File: config.mk
export PLATFORM = sky130hd
export DESIGN_NAME = ats_sequencer
export DESIGN_NICKNAME = d
export VERILOG_FILES = /design/src/ats_pkg.sv /design/src/ats_pacer.sv /design/src/ats_sequencer.sv
export SDC_FILE = /design/constraint.sdc
export NUM_CORES = 1
export LEC_CHECK = 0
export BUFFER_PORTS_ARGS = -buffer_cell sky130_fd_sc_hd__buf_2
export CORE_ASPECT_RATIO = 0.9
export CORE_UTILIZATION = 55
export DETAILED_ROUTE_END_ITERATION = 10
export PLACE_DENSITY = 0.76
export SYNTH_ARGS = -nofsm -noshare
export SYNTH_HDL_FRONTEND = slang
export SYNTH_HIERARCHICAL = 1
export SYNTH_SLANG_ARGS = --single-unit
File: constraint.sdc
create_clock -name clk_sys -period 6.6 [get_ports clk_sys]
set_input_delay 0.33 -clock clk_sys [delete_from_list [all_inputs] [get_ports clk_sys]]
set_output_delay 0.33 -clock clk_sys [all_outputs]
set_load 0.01 [all_outputs]
File: src/ats_pkg.sv
/*
 * Package for the acquisition trigger sequencer: register map, field
 * positions, reset values, sequencer states and the frame strobe bundle.
 * Assumes a 25 MHz system clock and a 32-bit classic Wishbone slave port.
 */
`default_nettype none
package ats_pkg;
    // Byte addresses of the word registers
    localparam logic [7:0] ATS_CTRL_ADDR = 8'h00;
    localparam logic [7:0] ATS_COUNT_ADDR = 8'h04;
    localparam logic [7:0] ATS_PERIOD_ADDR = 8'h08;
    localparam logic [7:0] ATS_STATUS_ADDR = 8'h0c;
    localparam logic [7:0] ATS_CMD_ADDR = 8'h10;
    localparam logic [7:0] ATS_DONE_ADDR = 8'h14;

    // Control fields
    localparam int ATS_ACQ_MODE_BIT = 0;
    localparam int ATS_ACQ_SRC_BIT = 1;
    localparam int ATS_FRM_MODE_BIT = 2;
    localparam int ATS_FRM_SRC_BIT = 3;
    localparam int ATS_RATE_EN_BIT = 4;
    localparam int ATS_LINE_IN_BIT = 5;
    localparam int ATS_RUN_BIT = 6;
    localparam int ATS_CTRL_W = 7;
    localparam logic [ATS_CTRL_W-1:0] ATS_CTRL_RST = 7'h00;

    // Source encodings: line 1 or software command
    localparam logic ATS_SRC_LINE1 = 1'b0;
    localparam logic ATS_SRC_SOFT = 1'b1;

    // Command bits, write one to execute
    localparam int ATS_CMD_ACQ_BIT = 0;
    localparam int ATS_CMD_FRM_BIT = 1;

    localparam int ATS_CNT_W = 16;
    localparam int ATS_PER_W = 24;
    localparam logic [ATS_CNT_W-1:0] ATS_COUNT_RST = 16'h0001;
    localparam logic [ATS_PER_W-1:0] ATS_PERIOD_RST = 24'h000000;
    // Fastest internal frame start spacing in cycles when pacing is off
    localparam logic [ATS_PER_W-1:0] ATS_MIN_PERIOD = 24'h000002;

    // Status fields
    localparam int ATS_ST_WAIT_ACQ_BIT = 0;
    localparam int ATS_ST_WAIT_FRM_BIT = 1;

    typedef enum {
        ATS_IDLE,
        ATS_WAIT_ACQ,
        ATS_WAIT_FRM
    } ats_state_e;

    typedef struct packed {
        logic frame_start;
        logic [ATS_CNT_W-1:0] frame_index;
    } ats_frame_s;
endpackage
`default_nettype wire

File: src/ats_pacer.sv
/*
 * Internal frame start pulse generator.
 * Assumes period is held stable by software; a pulse every period cycles.
 */
`default_nettype none
module ats_pacer
    import ats_pkg::*;
#(
    parameter int PER_W = ATS_PER_W
) (
    input wire logic clk_sys,
    input wire logic rst,
    input wire logic run,
    input wire logic [PER_W-1:0] period,
    output logic pulse
);
    logic [PER_W-1:0] count;
    logic [PER_W-1:0] next_count;
    wire logic wrap = (count >= period - PER_W'(1));

    assign next_count = (!run || wrap) ? '0 : count + PER_W'(1);
    assign pulse = run && wrap;

    always_ff @(posedge clk_sys) begin
        if (rst) begin
            count <= '0;
        end else begin
            count <= next_count;
        end
    end
endmodule
`default_nettype wire

File: src/ats_sequencer.sv
/*
 * Acquisition trigger sequencer: two trigger levels gate frame starts.
 * Assumes a classic Wishbone master on clk_sys and an asynchronous line 1 pin.
 */
// The implementer's own choices: the Wishbone slave port and the placing of the registers.
`default_nettype none
module ats_sequencer
    import ats_pkg::*;
#(
    parameter int CNT_W = ATS_CNT_W,
    parameter int PER_W = ATS_PER_W
) (
    input wire logic clk_sys,
    input wire logic rst,
    input wire logic wb_cyc_i,
    input wire logic wb_stb_i,
    input wire logic wb_we_i,
    input wire logic [7:0] wb_adr_i,
    input wire logic [3:0] wb_sel_i,
    input wire logic [31:0] wb_dat_i,
    output logic [31:0] wb_dat_o,
    output logic wb_ack_o,
    input wire logic line1_in,
    output ats_frame_s frame_o,
    output logic acquiring
);
    ////////////////////////////////////////////////////////////////////
    // Registers
    logic [ATS_CTRL_W-1:0] ctrl;
    logic [CNT_W-1:0] burst_count;
    logic [PER_W-1:0] frame_period;
    logic [CNT_W-1:0] frames_done;
    ats_state_e state;
    ats_state_e next_state;
    logic ack;
    logic [31:0] rdata;
    logic cmd_acq;
    logic cmd_frm;

    wire logic bus_req = wb_cyc_i && wb_stb_i && !ack;
    wire logic bus_wr = bus_req && wb_we_i;
    wire logic sel_lo = wb_sel_i[0];
    wire logic sel_hi = wb_sel_i[1];
    wire logic sel_b2 = wb_sel_i[2];
    wire logic wr_ctrl = bus_wr && (wb_adr_i == ATS_CTRL_ADDR) && sel_lo;
    wire logic wr_count = bus_wr && (wb_adr_i == ATS_COUNT_ADDR);
    wire logic wr_period = bus_wr && (wb_adr_i == ATS_PERIOD_ADDR);
    wire logic wr_cmd = bus_wr && (wb_adr_i == ATS_CMD_ADDR) && sel_lo;

    wire logic acq_mode = ctrl[ATS_ACQ_MODE_BIT];
    wire logic acq_src = ctrl[ATS_ACQ_SRC_BIT];
    wire logic frm_mode = ctrl[ATS_FRM_MODE_BIT];
    wire logic frm_src = ctrl[ATS_FRM_SRC_BIT];
    wire logic rate_en = ctrl[ATS_RATE_EN_BIT];
    wire logic line_is_in = ctrl[ATS_LINE_IN_BIT];
    wire logic run = ctrl[ATS_RUN_BIT];

    function automatic logic [7:0] pick_byte(input logic sel, input logic [7:0] old_v,
                                             input logic [7:0] new_v);
        pick_byte = sel ? new_v : old_v;
    endfunction

    ////////////////////////////////////////////////////////////////////
    // Line 1 synchroniser and edge detect
    logic line_meta;
    logic line_sync;
    logic line_prev;

    always_ff @(posedge clk_sys) begin
        if (rst) begin
            line_meta <= 1'b0;
            line_sync <= 1'b0;
            line_prev <= 1'b0;
        end else begin
            line_meta <= line1_in;
            line_sync <= line_meta;
            line_prev <= line_sync;
        end
    end

    wire logic line_rise = line_is_in && line_sync && !line_prev;

    ////////////////////////////////////////////////////////////////////
    // Trigger selection
    // software acquisition command or line 1 rise, by source
    wire logic acq_user = (acq_src == ATS_SRC_SOFT) ? cmd_acq : line_rise;
    // line or software acquisition start, internal start when off
    wire logic acq_event = acq_mode ? acq_user : 1'b1;

    wire logic [PER_W-1:0] pace_period =
        (rate_en && frame_period > ATS_MIN_PERIOD) ? frame_period : ATS_MIN_PERIOD;
    wire logic pace_pulse;

    ats_pacer #(
        .PER_W(PER_W)
    ) u_pacer (
        .clk_sys(clk_sys),
        .rst(rst),
        .run(run),
        .period(pace_period),
        .pulse(pace_pulse)
    );

    // software or line frame start, one event per frame
    wire logic frm_user = (frm_src == ATS_SRC_SOFT) ? cmd_frm : line_rise;
    // internal frame starts, free run when both off
    wire logic frm_event = frm_mode ? frm_user : pace_pulse;

    // frame start only while waiting for frame start
    wire logic frame_take = (state == ATS_WAIT_FRM) && frm_event;
    wire logic [CNT_W-1:0] frames_next = frames_done + CNT_W'(1);
    wire logic burst_end = frame_take && (frames_next >= burst_count);

    ////////////////////////////////////////////////////////////////////
    // Sequencer
    always_comb begin
        next_state = state;
        unique case (state)
            ATS_IDLE: begin
                if (run) begin
                    next_state = ATS_WAIT_ACQ;
                end
            end
            ATS_WAIT_ACQ: begin
                // leave to idle when run clears, else on an acquisition start
                if (!run) begin
                    next_state = ATS_IDLE;
                end else if (acq_event) begin
                    next_state = ATS_WAIT_FRM;
                end
            end
            ATS_WAIT_FRM: begin
                if (!run) begin
                    next_state = ATS_IDLE;
                end else if (burst_end) begin
                    next_state = ATS_WAIT_ACQ;
                end
            end
        endcase
    end

    always_ff @(posedge clk_sys) begin
        if (rst) begin
            state <= ATS_IDLE;
            frames_done <= '0;
            frame_o <= '0;
        end else begin
            state <= next_state;
            frame_o.frame_start <= frame_take;
            if (frame_take) begin
                frame_o.frame_index <= frames_done;
            end
            // clear counter on acquisition start, count frames
            if (state == ATS_WAIT_ACQ && next_state == ATS_WAIT_FRM) begin
                frames_done <= '0;
            end else if (frame_take) begin
                frames_done <= frames_next;
            end
        end
    end

    assign acquiring = (state == ATS_WAIT_FRM);

    ////////////////////////////////////////////////////////////////////
    // Wishbone slave
    wire logic [31:0] status_word = {30'h00000000, state == ATS_WAIT_FRM,
                                     state == ATS_WAIT_ACQ};

    always_comb begin
        unique case (wb_adr_i)
            ATS_CTRL_ADDR: rdata = {25'h0, ctrl};
            ATS_COUNT_ADDR: rdata = {16'h0000, 16'(burst_count)};
            ATS_PERIOD_ADDR: rdata = {8'h00, 24'(frame_period)};
            ATS_STATUS_ADDR: rdata = status_word;
            ATS_DONE_ADDR: rdata = {16'h0000, 16'(frames_done)};
            default: rdata = 32'h00000000;
        endcase
    end

    always_ff @(posedge clk_sys) begin
        if (rst) begin
            ack <= 1'b0;
            wb_dat_o <= 32'h00000000;
            ctrl <= ATS_CTRL_RST;
            burst_count <= ATS_COUNT_RST;
            frame_period <= ATS_PERIOD_RST;
            cmd_acq <= 1'b0;
            cmd_frm <= 1'b0;
        end else begin
            ack <= bus_req;
            if (bus_req) begin
                wb_dat_o <= rdata;
            end
            if (wr_ctrl) begin
                ctrl <= wb_dat_i[ATS_CTRL_W-1:0];
            end
            if (wr_count) begin
                burst_count[7:0] <= pick_byte(sel_lo, burst_count[7:0], wb_dat_i[7:0]);
                burst_count[15:8] <= pick_byte(sel_hi, burst_count[15:8], wb_dat_i[15:8]);
            end
            if (wr_period) begin
                frame_period[7:0] <= pick_byte(sel_lo, frame_period[7:0], wb_dat_i[7:0]);
                frame_period[15:8] <= pick_byte(sel_hi, frame_period[15:8],
                                                wb_dat_i[15:8]);
                frame_period[23:16] <= pick_byte(sel_b2, frame_period[23:16],
                                                 wb_dat_i[23:16]);
            end
            cmd_acq <= wr_cmd && wb_dat_i[ATS_CMD_ACQ_BIT];
            cmd_frm <= wr_cmd && wb_dat_i[ATS_CMD_FRM_BIT];
        end
    end

    assign wb_ack_o = ack;
endmodule
`default_nettype wire

==> impl_results.md <==
* Routed WL per cell at between 15 and 20 µm
* Die area at 0.01592 mm²
* Diodes inserted at 0
* Worst-Margin Slew at 1096 ps
* Initial antenna violation count at 0
* CTS tree: done
* Critical Path RT at about 7000 ps
* # DRC at 0
* Top-area cell type share of the netlist area at between 30% and 40%
* Most frequent cells in the layout: dfxtp_1, nand2_1, nor2_1, buf_2, a21oi_1
* Worst hold path cell count at 3
* Cells after synthesis at between 900 and 1k
* Largest net degree at the start of global routing at 73
* Clk_skew at around 10 ps
* Area of the mapped netlist at about 0.0085 mm²
* # hold bufs at CTS at 0
* Final wirelength at 20.24 mm
* Layout cells sized above 1 at around 13%
* Final WS setup at roughly 790 ps
* Crit share post-route at 88.06%
* Ys flop type: dfxtp_1
* Core area at between 0.01 and 0.015 mm²
* Vias per cell at about 5.8
* Row cnt at 42
* # H-tree levels at 4
* Mapped Avg Cell Area at roughly 8.6 µm²
* Dpl ws at between 900 and 1000 ps
* Global-route wire length before repair at 32.97 mm
* # nets final at 1134
* Post_cts resized at 0
* Pleak at ~3.6 nW
* Synth warnings at 6
* Number of synthesized flops with an enable pin at 0
* RePlAce Congestion at 0.8520
* Worst reg2reg path startpoint: frame_period[3]
* DR vias at about 7k
* FF-to-FF End: frames_done[4]
* Ys async rst share at 0%
* Worst Hold Launch: wb_dat_i[21]
* Final Hold Vio Count at 0
* R2r setup slk at around 790 ps
* Synth top area cells: dfxtp_1, ha_1, mux2i_1
* Root Buffer: clkbuf_16
* Initial DRT Pass Iterations at 5
* Power, Total at between 1.5 and 2 mW
* ANT nets after route at 0
* Crit path time final at slightly below 6000 ps
* DPL Wire Length at 14.51 mm
* Headroom to the max-slew limit at a little over a quarter
* Syn-to-layout area delta at 11.97%
* PD cells at 210.6 mW/mm²
* Clock-pin transition on the worst setup and hold timing paths at 70 ps
* I/O Buffers at 83
* CP Capture Type: flop
* Synth unique cells at 59
* Most common cell after layout, fill and taps aside: dfxtp_1
* Worst-path maximum fanout at 19
* Clock latency at the later pin of the worst-skew pair at between 400 and 500 ps
* Worst hold endpoint: frame_period[21]
* Run status: finished clean
* GR Overflow Total at 0
* Vias in the first global route at between 6k and 7k
* Setup tns final at 0 ps
* Total Routing Usage GR at between 20% and 30%
* Clock Sinks at around 170
* Max cap viols at 0
* Class of the worst hold path: primary input to flop
* Initial Util at 57.01%
* Die Width at between 100 and 150 µm
* Post-CTS setup buffer count at 0
* Yosys top cell by area: dfxtp_1
* Slew Viols, Final at 0
* Filler instances at 1242
* Sequential share of the synthesized area at roughly 39%
* Die Span Y at roughly 120 µm
* Io pins at around 100
* RSZ-0062 raised after global routing: false
* FMAX at 172.1 MHz
* Worst setup SP type: flop
* R2R depth at 18
* Yosys reg bits at about 170
* Critical path class: flop to flop
* DR iter-0 viols at around 550
* Worst Path Arrival at between 6000 and 7000 ps
* TritonCTS Buffers at 17
* Maximum buffer depth of the clock tree at 2
* Final setup fails at 0
* Worst ir drop on vdd at 0.0001857 V
* Start point of the critical path: frame_period[3]
power by group:
group / internal [mW] / leakage (nW) / switching (mW)
Combinational: 0.0133 / 2.03 / 0.0355
Clock: 0.517 / 0.269 / 0.431
Sequential: 1.00 / 1.34 / 0.000482
cells by family after synthesis:
| group | Yosys count | share of synthesized area, % |
|---|---|---|
| xor gates and xnor gates | 70 | 7.231 |
| other | 1 | 0.04423 |
| and+or+nand+nor | 432 | 26.65 |
| AOI/OAI and AO/OA | 138 | 10.48 |
| buffers and inverters | 92 | 4.855 |
| adders and majority gates | 43 | 6.346 |
| muxes | 44 | 5.195 |
| DFF | 166 | 39.20 |
cell type report:
cell class                      count  area (µm²)  share of cell area, %
Timing Repair Buffer               91       478.0                  5.035
Multi-Input combinational cell    735        4775                  50.30
Sequential cell                   166        3323                  35.01
Tap cell                          198       247.7                  2.610
Clock inverter                     11       90.09                 0.9490
Clock buffer                       20       466.7                  4.916
Inverter                           30       112.6                  1.186
flip-flops by register name, indices dropped and copies added (netlist names):
| signal | cells |
|---|---|
| state | 32 |
| cmd_acq | 1 |
| line_prev | 1 |
| line_meta | 1 |
| wb_ack_o | 1 |
| line_sync | 1 |
| burst_count | 16 |
| frame_period | 24 |
| cmd_frm | 1 |
| frames_done | 16 |
| u_pacer/count | 24 |
| ctrl | 7 |
| wb_dat_o | 24 |
| frame_o | 17 |
how the worst max path moves through the flow:
| stage | endpoint | slack (ps) |
|---|---|---|
| after CTS | frames_done[4] | 870 |
| after detailed placement | frames_done[0] | 980 |
| after global placement | frames_done[0] | 1060 |
| final | frames_done[4] | 790 |
| after global routing | frames_done[4] | 410 |
| after floorplan | frames_done[11] | 1640 |
metrics by stage:
step	cells	hold WS (ps)	utilization, %	area, µm²
final	1251	141.2	63.83	9493
after global routing	1251	144.3	63.83	9493
after CTS	1251	126.3	63.83	9493
after detailed placement	1220	443.7	60.09	8936
after global placement	1220	434.6	60.09	8936
after floorplan	993	413.8	-	8504
metal layers:
metal  wire length (µm)  up-vias  GRT usage (%)
li1                   -     3557              -
met1               9579     3396          35.45
met2               9132      220          41.33
met3               1178       28          5.450
met4                352        0          9.124
met5                  0        -              0
Yosys cell counts (7+ instances only):
master / count
a21oi_1: 52
a22oi_1: 10
a2bb2oi_1: 10
and2_1: 27
buf_2: 11
buf_4: 8
clkbuf_1: 39
dfxtp_1: 166
ha_1: 43
inv_1: 30
mux2i_1: 44
nand2_1: 103
nand2b_1: 7
nand3_1: 33
nand4_1: 22
nor2_1: 91
nor3_1: 49
nor3b_1: 28
nor4_1: 21
o21ai_0: 34
or3_1: 8
or4_1: 8
xnor2_1: 40
xor2_1: 30
worst max-delay path: stages, from the launching register on:
cell and delay, ps:
dfxtp_1 340, nor4_1 420, nand4_1 140, o21a_1 360
and2_1 270, or4_1 630, nand4bb_4 260, or4_1 440
xor2_1 160, ha_1 310, nand4_1 180, nor4_1 430
nand4_1 160, o211ai_2 230, and2_1 200, o21a_1 220
and2_1 600, nand3_1 210, a21oi_1 180
Power figures use the tool's default switching activity.
